`src/shared/sbc_event_pkg.sv`:
```
// shared constants for the event status flag block
package sbc_event_pkg;

    localparam int ADDR_W = 7;
    localparam int DATA_W = 8;

    // register addresses on the serial register port
    localparam logic [ADDR_W-1:0] ADDR_GLOBAL_EVENT      = 7'h60;
    localparam logic [ADDR_W-1:0] ADDR_SYSTEM_EVENT      = 7'h61;
    localparam logic [ADDR_W-1:0] ADDR_SUPPLY_EVENT      = 7'h62;
    localparam logic [ADDR_W-1:0] ADDR_TRANSCEIVER_EVENT = 7'h63;
    localparam logic [ADDR_W-1:0] ADDR_WAKE_PIN_EVENT    = 7'h64;

    // system event status fields
    localparam int SYS_WATCHDOG_FAIL_BIT = 0;

    // supply event status fields
    localparam int SUP_MAIN_UNDERVOLT_BIT = 0;
    localparam int SUP_AUX_UNDERVOLT_BIT  = 1;
    localparam int SUP_AUX_OVERVOLT_BIT   = 2;

    // transceiver event status fields
    localparam int TRX_BUS_WAKEUP_BIT  = 0;
    localparam int TRX_FAIL_BIT        = 1;
    localparam int TRX_BUS_SILENCE_BIT = 4;
    localparam int TRX_FRAME_ERROR_BIT = 5;

    // wake pin event status fields
    localparam int WAKE_FALL_BIT = 0;
    localparam int WAKE_RISE_BIT = 1;

    // global summary fields
    localparam int GLB_SYSTEM_BIT      = 0;
    localparam int GLB_SUPPLY_BIT      = 1;
    localparam int GLB_TRANSCEIVER_BIT = 2;
    localparam int GLB_WAKE_PIN_BIT    = 3;

    // implemented bits per status register; the rest read as zero
    localparam logic [DATA_W-1:0] SYS_IMPL_MASK  = 8'h01;
    localparam logic [DATA_W-1:0] SUP_IMPL_MASK  = 8'h07;
    localparam logic [DATA_W-1:0] TRX_IMPL_MASK  = 8'h33;
    localparam logic [DATA_W-1:0] WAKE_IMPL_MASK = 8'h03;

    localparam logic [DATA_W-1:0] FLAGS_RESET  = 8'h00;
    localparam logic [DATA_W-1:0] UNMAPPED_READ = 8'h00;

    // event delay timing
    localparam int CLK_FREQ_MHZ       = 125;
    localparam int EVENT_DELAY_US     = 1000;
    localparam int EVENT_DELAY_CYCLES = EVENT_DELAY_US * CLK_FREQ_MHZ;
    localparam int DELAY_CNT_W        = 20;

    // wake input settle time after reset, in cycles
    localparam logic [1:0] WAKE_PRIME_CYCLES = 2'h3;

    typedef enum logic [2:0] {
        ALERT_IDLE = 3'b001,
        ALERT_LOW  = 3'b010,
        ALERT_HOLD = 3'b100
    } alert_state_t;

endpackage

```
`src/sbc_event_status_flags.sv`:
```
// sticky event status flags, watchdog reset policy and host alert output
//
// Summary of operation
// RULE_01: watchdog overflow, or early trigger in window mode, sets failure flag
// RULE_02: window-mode watchdog failure requests system reset immediately
// RULE_03: timeout overflow resets only if flag already set
// RULE_04: auxiliary/external supply overvoltage sets supply bit 2
// RULE_05: auxiliary/external supply undervoltage sets supply bit 1
// RULE_06: main regulator undervoltage sets bit 0, never asleep
// RULE_07: main undervoltage capture ignores reset threshold setting
// RULE_08: selective wake frame error sets transceiver bit 5
// RULE_09: bus silence after enabled active bus sets bit 4
// RULE_10: transceiver deactivation sets bit 1, not in sleep
// RULE_11: bus wake-up while offline sets transceiver bit 0
// RULE_12: wake pin rising edge sets wake bit 1
// RULE_13: wake pin falling edge sets wake bit 0
// RULE_14: host clears flags by writing ones, zeros ignored
// RULE_15: global register shows one pending bit per group
// RULE_16: alert output low while events pending, delay after clear
// RULE_17: transceiver flags except frame error captured only when their enable is set
// RULE_18: flags stay set; event beats simultaneous clear
// RULE_19: reserved status bits read zero, ignore writes
`timescale 1ns/1ns
module sbc_event_status_flags #(
    parameter int EVENT_DELAY_CYCLES_P = sbc_event_pkg::EVENT_DELAY_CYCLES
) (
    input  wire logic                             clk_sys,
    input  wire logic                             reset_n,
    // register port from the serial interface front end
    input  wire logic [sbc_event_pkg::ADDR_W-1:0] reg_addr,
    input  wire logic                             reg_wr,
    input  wire logic                             reg_rd,
    input  wire logic [sbc_event_pkg::DATA_W-1:0] reg_wdata,
    output logic      [sbc_event_pkg::DATA_W-1:0] reg_rdata,
    // watchdog
    input  wire logic                             wd_overflow,
    input  wire logic                             wd_trigger_early,
    input  wire logic                             wd_mode_window,
    input  wire logic                             wd_mode_timeout,
    output logic                                  sys_reset_req,
    // supplies
    input  wire logic                             sleep_mode,
    input  wire logic                             main_reg_active,
    input  wire logic                             main_reg_below_90,
    input  wire logic                             aux_supply_overvolt,
    input  wire logic                             aux_supply_undervolt,
    // transceiver
    input  wire logic                             selective_wake_frame_error,
    input  wire logic                             bus_active,
    input  wire logic                             bus_silence_timeout,
    input  wire logic                             bus_silence_enable,
    input  wire logic                             transceiver_fail_enable,
    input  wire logic                             bus_wakeup_enable,
    input  wire logic                             can_supply_undervolt_off,
    input  wire logic                             txd_dominant_clamped,
    input  wire logic                             transceiver_offline,
    input  wire logic                             bus_wakeup_detect,
    // wake pin
    input  wire logic                             wake_pin,
    input  wire logic                             wake_rise_enable,
    input  wire logic                             wake_fall_enable,
    // alert to host
    input  wire logic                             reset_pin_low,
    output logic                                  event_alert_n
);
    import sbc_event_pkg::*;

    localparam logic [DELAY_CNT_W-1:0] DELAY_LOAD = DELAY_CNT_W'(EVENT_DELAY_CYCLES_P - 1);

    // ---------------- register decode ----------------
    wire hit_sys  = reg_addr == ADDR_SYSTEM_EVENT;
    wire hit_sup  = reg_addr == ADDR_SUPPLY_EVENT;
    wire hit_trx  = reg_addr == ADDR_TRANSCEIVER_EVENT;
    wire hit_wake = reg_addr == ADDR_WAKE_PIN_EVENT;
    wire hit_glb  = reg_addr == ADDR_GLOBAL_EVENT;

    wire [DATA_W-1:0] clr_sys  = (reg_wr && hit_sys) ? reg_wdata : 8'h00; // [RULE_14]
    wire [DATA_W-1:0] clr_sup  = (reg_wr && hit_sup) ? reg_wdata : 8'h00; // [RULE_14]
    wire [DATA_W-1:0] clr_trx  = (reg_wr && hit_trx) ? reg_wdata : 8'h00; // [RULE_14]
    wire [DATA_W-1:0] clr_wake = (reg_wr && hit_wake) ? reg_wdata : 8'h00; // [RULE_14]

    logic [DATA_W-1:0] sys_flags;
    logic [DATA_W-1:0] sup_flags;
    logic [DATA_W-1:0] trx_flags;
    logic [DATA_W-1:0] wake_flags;

    // ---------------- watchdog ----------------
    wire wd_window_fail  = wd_mode_window && (wd_overflow || wd_trigger_early);
    wire wd_timeout_over = wd_mode_timeout && wd_overflow;
    wire wd_fail_event   = wd_window_fail || wd_timeout_over; // [RULE_01]
    // the already-set test looks at the stored flag, before this event lands
    wire wd_reset_next   = wd_window_fail // [RULE_02]
                         || (wd_timeout_over && sys_flags[SYS_WATCHDOG_FAIL_BIT]); // [RULE_03]

    logic sys_reset_req_reg;
    always_ff @(posedge clk_sys or negedge reset_n) begin
        if (!reset_n) begin
            sys_reset_req_reg <= 1'b0;
        end else begin
            sys_reset_req_reg <= wd_reset_next;
        end
    end
    assign sys_reset_req = sys_reset_req_reg;

    wire [DATA_W-1:0] sys_set = DATA_W'(wd_fail_event) << SYS_WATCHDOG_FAIL_BIT; // [RULE_01]

    // ---------------- supplies ----------------
    // no threshold-control input on purpose: capture must not depend on it
    wire main_uv_event = main_reg_below_90 && main_reg_active && !sleep_mode; // [RULE_06] [RULE_07]

    wire [DATA_W-1:0] sup_set = (DATA_W'(main_uv_event) << SUP_MAIN_UNDERVOLT_BIT)
                              | (DATA_W'(aux_supply_undervolt) << SUP_AUX_UNDERVOLT_BIT) // [RULE_05]
                              | (DATA_W'(aux_supply_overvolt) << SUP_AUX_OVERVOLT_BIT); // [RULE_04]

    // ---------------- transceiver ----------------
    // silence detection arms only once enabled while the bus is active
    logic silence_armed_reg;
    wire  silence_armed_next = !bus_silence_enable ? 1'b0 :
                               bus_active ? 1'b1 :
                               bus_silence_timeout ? 1'b0 : silence_armed_reg;

    always_ff @(posedge clk_sys or negedge reset_n) begin
        if (!reset_n) begin
            silence_armed_reg <= 1'b0;
        end else begin
            silence_armed_reg <= silence_armed_next; // [RULE_09]
        end
    end

    wire silence_event = bus_silence_timeout && silence_armed_reg && bus_silence_enable && !bus_active; // [RULE_09] [RULE_17]
    wire trx_fail_event = (can_supply_undervolt_off || txd_dominant_clamped)
                        && !sleep_mode && transceiver_fail_enable; // [RULE_10] [RULE_17]
    wire wakeup_event = bus_wakeup_detect && transceiver_offline && bus_wakeup_enable; // [RULE_11] [RULE_17]

    wire [DATA_W-1:0] trx_set = (DATA_W'(wakeup_event) << TRX_BUS_WAKEUP_BIT)
                              | (DATA_W'(trx_fail_event) << TRX_FAIL_BIT)
                              | (DATA_W'(silence_event) << TRX_BUS_SILENCE_BIT)
                              | (DATA_W'(selective_wake_frame_error) << TRX_FRAME_ERROR_BIT); // [RULE_08]

    // the silence bit is a bus status: it reads 0 whenever the bus is active
    wire [DATA_W-1:0] trx_visible = trx_flags
                                  & ~(DATA_W'(bus_active) << TRX_BUS_SILENCE_BIT); // [RULE_09]

    // ---------------- wake pin ----------------
    logic wake_sync1_reg;
    logic wake_sync2_reg;
    logic wake_prev_reg;
    logic [1:0] wake_prime_reg;

    always_ff @(posedge clk_sys or negedge reset_n) begin
        if (!reset_n) begin
            wake_sync1_reg <= 1'b0;
            wake_sync2_reg <= 1'b0;
            wake_prev_reg  <= 1'b0;
        end else begin
            wake_sync1_reg <= wake_pin;
            wake_sync2_reg <= wake_sync1_reg;
            wake_prev_reg  <= wake_sync2_reg;
        end
    end

    // suppress the false edge seen while the synchroniser fills after reset
    always_ff @(posedge clk_sys or negedge reset_n) begin
        if (!reset_n) begin
            wake_prime_reg <= 2'h0;
        end else if (wake_prime_reg != WAKE_PRIME_CYCLES) begin
            wake_prime_reg <= wake_prime_reg + 2'h1;
        end
    end

    wire wake_primed = wake_prime_reg == WAKE_PRIME_CYCLES;
    wire wake_rise   = wake_primed && wake_sync2_reg && !wake_prev_reg && wake_rise_enable; // [RULE_12]
    wire wake_fall   = wake_primed && !wake_sync2_reg && wake_prev_reg && wake_fall_enable; // [RULE_13]

    wire [DATA_W-1:0] wake_set = (DATA_W'(wake_rise) << WAKE_RISE_BIT)
                               | (DATA_W'(wake_fall) << WAKE_FALL_BIT);

    // ---------------- flag banks ----------------
    event_flag_bank #(.IMPL_MASK(SYS_IMPL_MASK)) u_sys_flags (
        .clk_sys   (clk_sys),
        .reset_n   (reset_n),
        .set_in    (sys_set),
        .clear_in  (clr_sys),
        .flags_reg (sys_flags)
    );

    event_flag_bank #(.IMPL_MASK(SUP_IMPL_MASK)) u_sup_flags (
        .clk_sys   (clk_sys),
        .reset_n   (reset_n),
        .set_in    (sup_set),
        .clear_in  (clr_sup),
        .flags_reg (sup_flags)
    );

    event_flag_bank #(.IMPL_MASK(TRX_IMPL_MASK)) u_trx_flags (
        .clk_sys   (clk_sys),
        .reset_n   (reset_n),
        .set_in    (trx_set),
        .clear_in  (clr_trx),
        .flags_reg (trx_flags)
    );

    event_flag_bank #(.IMPL_MASK(WAKE_IMPL_MASK)) u_wake_flags (
        .clk_sys   (clk_sys),
        .reset_n   (reset_n),
        .set_in    (wake_set),
        .clear_in  (clr_wake),
        .flags_reg (wake_flags)
    );

    // ---------------- global summary ----------------
    wire [DATA_W-1:0] global_summary = (DATA_W'(|sys_flags) << GLB_SYSTEM_BIT)
                                     | (DATA_W'(|sup_flags) << GLB_SUPPLY_BIT)
                                     | (DATA_W'(|trx_visible) << GLB_TRANSCEIVER_BIT)
                                     | (DATA_W'(|wake_flags) << GLB_WAKE_PIN_BIT); // [RULE_15]
    wire any_pending = |global_summary;

    // ---------------- read path ----------------
    wire [DATA_W-1:0] read_mux = hit_glb  ? global_summary :
                                 hit_sys  ? sys_flags :
                                 hit_sup  ? sup_flags :
                                 hit_trx  ? trx_visible :
                                 hit_wake ? wake_flags : UNMAPPED_READ; // [RULE_19]

    logic [DATA_W-1:0] reg_rdata_reg;
    always_ff @(posedge clk_sys or negedge reset_n) begin
        if (!reset_n) begin
            reg_rdata_reg <= 8'h00;
        end else if (reg_rd) begin
            reg_rdata_reg <= read_mux;
        end
    end
    assign reg_rdata = reg_rdata_reg;

    // ---------------- alert output with event delay ----------------
    // a clear written to any set bit, dropped or re-set by a same-cycle event, releases the alert and starts the delay
    wire clear_hit = |(clr_sys & sys_flags) || |(clr_sup & sup_flags)
                  || |(clr_trx & trx_flags) || |(clr_wake & wake_flags);

    alert_state_t           alert_state_reg;
    alert_state_t           alert_state_next;
    logic [DELAY_CNT_W-1:0] delay_cnt_reg;
    logic                   alert_n_reg;

    wire delay_done = delay_cnt_reg == '0;

    always_comb begin
        alert_state_next = alert_state_reg;
        unique case (alert_state_reg)
            ALERT_IDLE: begin
                // a clear landing before the alert drops must still start the delay, or the pin sticks low
                if (clear_hit) begin
                    alert_state_next = ALERT_HOLD; // [RULE_16]
                end else if (any_pending) begin
                    alert_state_next = ALERT_LOW; // [RULE_16]
                end
            end
            ALERT_LOW: begin
                if (clear_hit) begin
                    alert_state_next = ALERT_HOLD;
                end
            end
            ALERT_HOLD: begin
                // the reset pin going low stops the delay at once
                if (reset_pin_low || (delay_done && !clear_hit)) begin
                    alert_state_next = any_pending ? ALERT_LOW : ALERT_IDLE; // [RULE_16]
                end
            end
        endcase
    end

    always_ff @(posedge clk_sys or negedge reset_n) begin
        if (!reset_n) begin
            delay_cnt_reg <= '0;
        end else if (clear_hit) begin
            delay_cnt_reg <= DELAY_LOAD;
        end else if (alert_state_reg == ALERT_HOLD && !delay_done) begin
            delay_cnt_reg <= delay_cnt_reg - DELAY_CNT_W'(1);
        end
    end

    always_ff @(posedge clk_sys or negedge reset_n) begin
        if (!reset_n) begin
            alert_state_reg <= ALERT_IDLE;
            alert_n_reg     <= 1'b1;
        end else begin
            alert_state_reg <= alert_state_next;
            alert_n_reg     <= alert_state_next != ALERT_LOW; // [RULE_16]
        end
    end
    assign event_alert_n = alert_n_reg;

endmodule

```
`src/event_flag_bank.sv`:
```
// bank of sticky write-one-to-clear event flags
`timescale 1ns/1ns
module event_flag_bank #(
    parameter logic [7:0] IMPL_MASK = 8'hff
) (
    input  wire logic       clk_sys,
    input  wire logic       reset_n,
    input  wire logic [7:0] set_in,
    input  wire logic [7:0] clear_in,
    output logic      [7:0] flags_reg
);
    import sbc_event_pkg::*;

    genvar i;
    generate
        for (i = 0; i < 8; i++) begin : g_bit
            if (IMPL_MASK[i]) begin : g_impl
                always_ff @(posedge clk_sys or negedge reset_n) begin
                    if (!reset_n) begin
                        flags_reg[i] <= FLAGS_RESET[i];
                    end else if (set_in[i]) begin
                        // a new event wins over a clear in the same cycle
                        flags_reg[i] <= 1'b1; // [RULE_18]
                    end else if (clear_in[i]) begin
                        flags_reg[i] <= 1'b0; // [RULE_14]
                    end
                end
            end else begin : g_resv
                assign flags_reg[i] = 1'b0; // [RULE_19]
            end
        end
    endgenerate

endmodule

```
`config.mk`:
```
export PLATFORM = sky130hd
export DESIGN_NAME = sbc_event_status_flags
export DESIGN_NICKNAME = d
export VERILOG_FILES = /design/src/shared/sbc_event_pkg.sv /design/src/sbc_event_status_flags.sv /design/src/event_flag_bank.sv
export SDC_FILE = /design/constraint.sdc
export NUM_CORES = 1
export LEC_CHECK = 0
export ABC_AREA = 0
export BUFFER_PORTS_ARGS = -buffer_cell sky130_fd_sc_hd__buf_4
export CAP_MARGIN = 5
export CORE_MARGIN = 4
export CORE_UTILIZATION = 40
export CTS_CLUSTER_SIZE = 10
export DETAILED_ROUTE_END_ITERATION = 10
export GPL_TIMING_DRIVEN = 0
export PLACE_DENSITY_LB_ADDON = 0.25
export SETUP_SLACK_MARGIN = 0.05
export SKIP_LAST_GASP = 1
export SLEW_MARGIN = 20
export SYNTH_ARGS = -nofsm -noshare
export SYNTH_HDL_FRONTEND = slang
export SYNTH_SLANG_ARGS = --single-unit
```
`constraint.sdc`:
```
create_clock -name clk_sys -period 2.3 [get_ports clk_sys]
set_input_delay 0.115 -clock clk_sys [delete_from_list [all_inputs] [get_ports clk_sys]]
set_output_delay 0.115 -clock clk_sys [all_outputs]
set_load 0.02 [all_outputs]
```
==> run summary, run 1 <==
hold slack: 0.0285 ns
max reg flops: 20
critical path capture point type: flip-flop
dpl cells: 382
Clock Sinks: 47
Post-Synthesis Cells: 262
DR DRC count: 0
critical path type: flip-flop to flip-flop
average routed wire per standard cell: 14.9 um
initial core utilization: 42.2%
status: completed
slew at the pin closest to its max-slew limit: 0.601 ns
design area: 3180 sq um
Placement Cell Area: 2990 sq um
Die Ht: 88 um
CP Data Required Time: 2.53 ns
Yosys cell types: 62
LEAKAGE: 0.00120 uW
FFs w/ async S/R, synth: 100%
top area cells in the synthesized netlist: dfrtp_1 44%, o21ai_0 3.7%, nand2_1 2.8%
RSZ-0062 raised after global routing: no
Fill cells: 588
initial antenna violation count: 0
full die area: 7740 sq um
WHS Endpoint: silence_armed_reg
Syn. warnings: 0
hold-critical path depth: 2
Clk pin slew, worst setup/hold paths: 0.09 ns
VDD IR max: 341 uV
Rows: 28
Final Hold Fails: 0
Slew Limit Fails: 0
Post-synth EDFFs: 0
I/O pins: 52
R2R Path End: alert_state_reg[1]
clk root buf: clkbuf_8
gr ovfl total: 0
Min-Delay Startpoint: bus_silence_enable
routed wire length: 5880 um
Startpoint Class: flip-flop
DP Wirelength: 4290 um
met1 WL: 2690 um
met2 routed WL: 2840 um
reg-to-reg slack, setup: 0.25 ns
PortBufs: 44
Synth top area share: 44.0%
post-synth top area cell: dfrtp_1
top sig layer: met4
GPL Wtd Cong: 0.822
TritonRoute pass-1 iters: 4
Slew headroom: 59.9%
Area Overhead vs Synth: 24.1%
largest net degree at the start of global routing: 48
Final Cycle Share: 89.0%
routed wl met3: 274 um
vias: 2219
Reg2Reg Launch Point: delay_cnt_reg[0]
mapped cell area: 2560 sq um
CTS buffer count: 5
clk buf depth: 2
ANT cells: 0
final setup fails: 0
syn_area_per_cell: 9.77 sq um
Max Freq: 489 MHz
Final ANT Viol Nets: 0
worst-skew pair later-pin latency: 0.30 ns
CTS tree: done
Worst Reg-to-Reg Cells: 6
layout cells sized above 1: 23.1%
HP Class: input pin to flip-flop
Synth Flop Type: dfrtp_1
CP Max Fanout: 8
Critical Path AT: 2.27 ns
number of global-route vias before repair: 2252
PwrDens: 586 nW/um^2
Initial DRC Count: 73
core area: 6060 sq um
TNS Setup: 0 ns
drt via density: 5.62
Setup Skew: 0.00976 ns
first-pass GRT wire length: 10200 um
FF+latch count, synth: 47
global-route usage over all layers: 16.4%
Nets: 363
Post-Layout Cell Count: 395
Die Width: 88 um
sequential area share after synthesis: 46.0%
Max Cap Violations: 0
minimum clock period: 2.05 ns
htree depth: 2
-- power breakdown --
group / internal (uW) / switching, uW / total, uW
registers: 899 / 91.6 / 990
clock network: 328 / 293 / 620
logic: 127 / 123 / 250
-- metal layers --
layer | up-vias | global-route usage, %
li1 | 1086 | -
met2 | 55 | 27.5
met4 | 0 | 5.02
met5 | - | 0
met3 | 7 | 3.48
met1 | 1071 | 21.2
-- worst max-delay path by stage --
stage	from	endpoint	depth (start not counted)
2_1_floorplan	delay_cnt_reg[0]	delay_cnt_reg[17]	7
3_3_place_gp	delay_cnt_reg[0]	alert_state_reg[1]	7
3_5_place_dp	delay_cnt_reg[0]	alert_state_reg[1]	7
4_1_cts	delay_cnt_reg[0]	alert_state_reg[1]	7
5_1_grt	delay_cnt_reg[0]	alert_state_reg[1]	6
6_report	delay_cnt_reg[0]	alert_state_reg[1]	6
-- kinds of logic (layout without fill, tap and decap cells) --
family / Yosys count / after routing / share of synthesized area, %
compound gates: 70 / 70 / 18.2
simple gates: 108 / 108 / 26.0
buf+inv: 21 / 78 / 3.76
flops: 47 / 47 / 46.0
other cells: 1 / 2 / 0.146
xor+xnor: 7 / 7 / 2.39
fa+ha+maj: 2 / 2 / 0.977
mux: 6 / 6 / 2.49
-- stage by stage --
stage	utilization, %	worst slack (ns)	power, uW
after global placement	49.3	0.242	1240
after floorplan	-	0.484	1130
after global routing	52.4	0.0825	1960
after CTS	52.2	0.165	1880
after detailed placement	49.3	0.227	1250
final	52.4	0.254	1860
-- cells in the final DEF, fill, tap and decap left out, drive strengths merged, types with 5 or more instances in the layout --
master	count
or4	8
nor3	5
o31ai	5
inv	10
nand2	20
o21ai	21
clkbuf	11
dfrtp	45
and3	6
dlygate4sd3	6
or3	5
nand3b	5
a21oi	14
nor2	17
buf	49
o211ai	5
nand3	13
nor4	5
-- cell usage after synthesis, drive strengths merged (3+ instances only) --
library cell	n
buf	5
nand3	13
nor2	17
a21oi	14
a22oi	3
o31ai	5
nor3	5
xnor2	4
nand2	20
o2111ai	3
o21ai	21
nand2b	3
mux2i	3
nand4b	4
o211ai	5
dfrtp	45
mux2	3
or3	5
nor4	5
or4	8
nand4	4
inv	9
and2	3
clkbuf	7
a21o	4
nand3b	5
and3	6
o41ai	3
nor2b	4
xor2	3
-- cell type report --
class / instances / area [sq um] / area share [%]
buffer: 11 / 58.8 / 1.85
clock buffer: 5 / 68.8 / 2.17
clock inverter: 3 / 46.3 / 1.46
inverter: 9 / 33.8 / 1.06
multi-input combinational: 195 / 1310 / 41.1
sequential: 47 / 1180 / 37.1
tap: 75 / 93.8 / 2.95
timing repair buffer: 50 / 390 / 12.3
-- worst max-delay path: stages, from the launching register on --
cell and delay, ns:
dfrtp_1 0.43, inv_1 0.10, ha_1 0.36, nand4_1 0.36, o21ai_4 0.33, and3_1 0.23, a2bb2oi_1 0.16
-- repair_timing --
action                     in CTS  in global routing
buffers inserted                0                  0
hold buffers                    6                  0
hold endpoints to repair       50                  0
setup endpoints to repair       0                  3
gates resized for setup         0                  2
No activity file was read; power rests on OpenSTA's default activity.
==> inputs of run 2 (changes only) <==
PLACE_DENSITY_LB_ADDON = 0.1   (was 0.25)
==> run 2 against run 1 <==
- core utilization is essentially flat
- sequential power is essentially flat
- worst hold slack gained 0.0018 ns
- final cell count grew 0.51%
- first-iteration DRC count grew 62%
- critical path type unchanged
- critical endpoint unchanged
==> run summary, run 2 (synthesized netlist as in run 1, its figures left out) <==
number of global-route vias before repair: 2147
global-route usage over all layers: 16.5%
Critical Path AT: 2.24 ns
PortBufs: 44
WHS Endpoint: silence_armed_reg
R2R Path End: alert_state_reg[1]
hold-critical path depth: 2
highest-count cells in the layout ignoring fill and taps: 47 x buf_4, 45 x dfrtp_1, 19 x o21ai_0, 19 x nand2_1, 17 x nor2_1
VDD IR max: 487 uV
RSZ-0062 raised after global routing: no
Final Hold Fails: 0
clk root buf: clkbuf_8
routed wl met3: 289 um
vias: 2182
largest net degree at the start of global routing: 48
routed wire length: 5820 um
clock power share: 33.5%
ANT cells: 0
Place WS: 0.196 ns
PwrDens: 584 nW/um^2
fin util: 52.5%
Logic pwr share: 13.3%
CTS buffer count: 5
core area: 6060 sq um
Worst Reg-to-Reg Cells: 7
CTS tree: done
Int Power: 1350 uW
Setup Skew: 0.00706 ns
average routed wire per standard cell: 14.7 um
Final WS setup: 0.288 ns
design area: 3180 sq um
worst-skew pair later-pin latency: 0.30 ns
Die Width: 88 um
I/O pins: 52
Final ANT Viol Nets: 0
final setup fails: 0
commonest non-fill, non-tap cell in the layout: buf_4
TritonRoute pass-1 iters: 4
Max Cap Violations: 0
TNS Setup: 0 ns
Post-Layout Cell Count: 397
minimum clock period: 2.01 ns
Die Ht: 88 um
Clk pin slew, worst setup/hold paths: 0.10 ns
Nets: 365
Slew headroom: 60.5%
slew at the pin closest to its max-slew limit: 0.592 ns
Clock Sinks: 47
max reg flops: 20
drt via density: 5.50
critical path capture point type: flip-flop
met2 routed WL: 2850 um
reg-to-reg slack, setup: 0.29 ns
register share of total power: 53.3%
reported net switching power: 508 uW
layout cells sized above 1: 23.6%
Rows: 28
htree depth: 2
full die area: 7740 sq um
Placement Cell Area: 2990 sq um
LEAKAGE: 0.00121 uW
Startpoint Class: flip-flop
Final Cycle Share: 87.5%
dpl cells: 382
clk buf depth: 2
status: completed
top sig layer: met4
Initial DRC Count: 118
Area Overhead vs Synth: 24.2%
GPL Wtd Cong: 0.743
gr ovfl total: 0
DP Wirelength: 4370 um
Min-Delay Startpoint: bus_silence_enable
Slew Limit Fails: 0
sw frac: 27.3%
DR DRC count: 0
initial core utilization: 42.2%
CP Max Fanout: 8
Max Freq: 497 MHz
critical path type: flip-flop to flip-flop
HP Class: input pin to flip-flop
CP Data Required Time: 2.53 ns
first-pass GRT wire length: 10100 um
Reg2Reg Launch Point: delay_cnt_reg[0]
initial antenna violation count: 0
met1 WL: 2630 um
[run 2: changes by cell type in the layout (fill, tap and decap cells not counted), sizes merged]
| cell | before | now |
|---|---|---|
| clkinvlp | 1 | 0 |
| clkbuf | 11 | 12 |
| inv | 10 | 9 |
| clkinv | 0 | 2 |
| buf | 49 | 50 |
[run 2: worst max-delay path by stage]
stage / startpoint / endpoint / depth (start not counted)
2_1_floorplan: delay_cnt_reg[0] / delay_cnt_reg[17] / 7
3_3_place_gp: delay_cnt_reg[0] / alert_state_reg[1] / 7
3_5_place_dp: delay_cnt_reg[0] / alert_state_reg[1] / 7
4_1_cts: delay_cnt_reg[0] / alert_state_reg[1] / 7
5_1_grt: delay_cnt_reg[0] / alert_state_reg[1] / 7
6_report: delay_cnt_reg[0] / alert_state_reg[1] / 7
[run 2: timing repair]
action / CTS / global route
hold buffers: 6 / 0
endpoints found under the hold margin: 50 / 0
endpoints found under the setup margin: 0 / 3
resized for setup: 0 / 2
buffers inserted: 0 / 1
[run 2: area by class of cell]
class / instances / area [sq um]
Fill cell: 574 / 2880
Multi-Input combinational cell: 195 / 1300
Sequential cell: 47 / 1180
Timing Repair Buffer: 51 / 398
Tap cell: 75 / 93.8
Clock buffer: 5 / 68.8
Buffer: 12 / 62.6
Clock inverter: 3 / 43.8
Inverter: 9 / 33.8
[run 2: per-stage QoR]
stage | total power, uW | hold WS [ns]
floorplan | 1130 | -0.181
global placement | 1240 | 0.173
detailed placement | 1250 | 0.170
CTS | 1880 | 0.0256
global route | 1970 | 0.0285
finish | 1860 | 0.0303
[run 2: power by group through the flow]
stage                     clock, uW  combinational, uW  sequential, uW
after floorplan                   0                138             991
after global placement            0                237            1000
after detailed placement          0                242            1000
after CTS                       643                251             989
after global routing            680                283            1000
final                           621                246             990
[run 2: layer usage]
layer  global-route usage (%)  vias to the layer above
li1                         -                     1087
met5                        0                        -
met3                     4.23                        6
met4                     4.18                        0
met1                     21.6                     1036
met2                     27.1                       53
[run 2: critical path, stage by stage, from the launching register on]
cell,delay [ns]
dfrtp_1,0.43
inv_1,0.11
ha_1,0.14
clkbuf_1,0.28
nand4_1,0.27
o21ai_4,0.30
and3_1,0.23
a2bb2oi_1,0.17
==> inputs of run 3 (changes only) <==
HOLD_SLACK_MARGIN = 0.1   (was default)
==> run 3 against run 2 <==
- combinational power increased by 12%
- final cell count increased by 4.8%
- non-clock buffer count increased by 19
- design area increased by 6.0%
- sequential share of layout area decreased by 2.1 points
- worst hold slack improved by 0.097 ns
- clock power about the same
- critical path type unchanged
- global-route usage increased by 0.73 points
- highest routed layer unchanged
- first-iteration DRC count increased by 10%
- core utilization increased by 3.1 points
- register-to-register slack about the same
- total power increased by 1.5%
==> run summary, run 3 (synthesized netlist as in run 1, its figures left out) <==
status: completed
critical-path cell list: inv_1, ha_1, clkbuf_1, nand4_1, o21ai_4, and3_1, a2bb2oi_1
Max Freq: 497 MHz
CTS buffer count: 5
Area Overhead vs Synth: 31.7%
Nets: 384
htree depth: 2
clock power share: 32.9%
Power Total: 1890 uW
VDD IR max: 488 uV
CP Max Fanout: 8
largest net degree at the start of global routing: 48
CP Buf/Inv Count: 2
ANT cells: 0
met3 Usage GRT: 4.05%
number of global-route vias before repair: 2262
first-pass GRT wire length: 10500 um
TritonRoute pass-1 iters: 4
met2 Use GR: 29.2%
register share of total power: 52.5%
core area: 6060 sq um
Critical Path AT: 2.24 ns
worst-skew pair later-pin latency: 0.30 ns
highest-count cells in the layout ignoring fill and taps: 47 x buf_4, 45 x dfrtp_1, 25 x dlygate4sd3_1
critical path capture point type: flip-flop
TNS Setup: 0 ns
Max Cap Violations: 0
Final Hold Fails: 0
Startpoint Class: flip-flop
global-route usage over all layers: 17.2%
drt via density: 5.44
Crit path largest cell delay: 0.43 ns
RSZ-0062 raised after global routing: no
Die Width: 88 um
slew at the pin closest to its max-slew limit: 0.592 ns
Final Cycle Share: 87.5%
Slew headroom: 60.5%
Top Usage Layer GRT: met2
design area: 3370 sq um
gr ovfl total: 0
Initial DRC Count: 130
initial antenna violation count: 0
commonest non-fill, non-tap cell in the layout: buf_4
reported net switching power: 513 uW
I/O pins: 52
max reg flops: 20
Die Ht: 88 um
HP Class: input pin to flip-flop
minimum clock period: 2.01 ns
routed wire length: 6050 um
CP Data Required Time: 2.53 ns
DR DRC count: 0
Clock Sinks: 47
Int Power: 1370 uW
sw frac: 27.2%
PortBufs: 44
clk buf depth: 2
critical path type: flip-flop to flip-flop
Placement Cell Area: 2990 sq um
GPL Wtd Cong: 0.743
Clk pin slew, worst setup/hold paths: 0.10 ns
dpl cells: 382
Setup Skew: 0.00803 ns
layout cells sized above 1: 22.3%
average routed wire per standard cell: 14.6 um
clk root buf: clkbuf_8
Post-Layout Cell Count: 416
CP max stage cell: dfrtp_1
Final ANT Viol Nets: 0
vias: 2265
final setup fails: 0
Rows: 28
CTS tree: done
DP Wirelength: 4370 um
crit-path leading delay family: simple AND/OR/NAND/NOR gates
initial core utilization: 42.2%
GRT met1 Usage: 22.2%
full die area: 7740 sq um
Slew Limit Fails: 0
LEAKAGE: 0.00128 uW
Logic pwr share: 14.6%
PwrDens: 559 nW/um^2
[run 3: cell types whose count changed in the layout (fill, tap and decap cells not counted)]
cell and delta:
dlygate4sd3_1 +19
[run 3: power groups by stage]
stage               Sequential (uW)  Combinational (uW)  Clock, uW
finish                          990                 276        620
global route                   1000                 314        679
CTS                             989                 278        643
detailed placement             1000                 242          0
global placement               1000                 237          0
floorplan                       991                 138          0
[run 3: path summary, 6_finish.rpt]
| kind | from | to | slack [ns] | depth (start not counted) |
|---|---|---|---|---|
| setup reg to reg | delay_cnt_reg[0] | alert_state_reg[1] | 0.29 | 7 |
| hold reg to reg | wake_sync1_reg | wake_sync2_reg | 0.36 | 0 |
| min in group asynchronous | reset_n | delay_cnt_reg[15] | 0.36 | 2 |
| max in group asynchronous | reset_n | delay_cnt_reg[13] | 1.55 | 2 |
| setup / recovery | delay_cnt_reg[0] | alert_state_reg[1] | 0.29 | 7 |
| hold / removal | reg_wdata[1] | u_trx_flags.flags_reg[1] | 0.13 | 4 |
[run 3: area by class of cell]
type / instances / area (sq um)
inverters: 9 / 33.8
clock buffers: 5 / 68.8
clock inverters: 3 / 43.8
fillers: 558 / 2690
repair buffers: 70 / 588
plain buffers: 12 / 62.6
well taps: 75 / 93.8
multi-input cells: 195 / 1300
flip-flops and latches: 47 / 1180
[run 3: what timing repair did]
| item | 4_1_cts | 5_1_grt |
|---|---|---|
| endpoints found under the setup margin | 0 | 3 |
| hold buffers | 25 | 0 |
| setup buffers | 0 | 1 |
| endpoints found under the hold margin | 60 | 0 |
| gates resized for setup | 0 | 2 |
[run 3: tightest hold or removal path, cell delays in order]
cell     delay (ns)
buf_4          0.10
nand3_1        0.07
nand2_1        0.07
nand2_1        0.04
[run 3: routing by layer]
layer,share of wire (%),up-vias
met3,4.6,6
met4,0.94,0
li1,-,1126
met2,51,53
met1,44,1080
met5,0,-
[run 3: metrics by stage]
stage | setup WS, ns | utilization [%] | hold slack (ns)
after floorplan | 0.484 | - | -0.181
after global placement | 0.205 | 49.3 | 0.173
after detailed placement | 0.196 | 49.3 | 0.170
after CTS | 0.161 | 55.3 | 0.114
after global routing | 0.104 | 55.6 | 0.128
final | 0.287 | 55.6 | 0.127
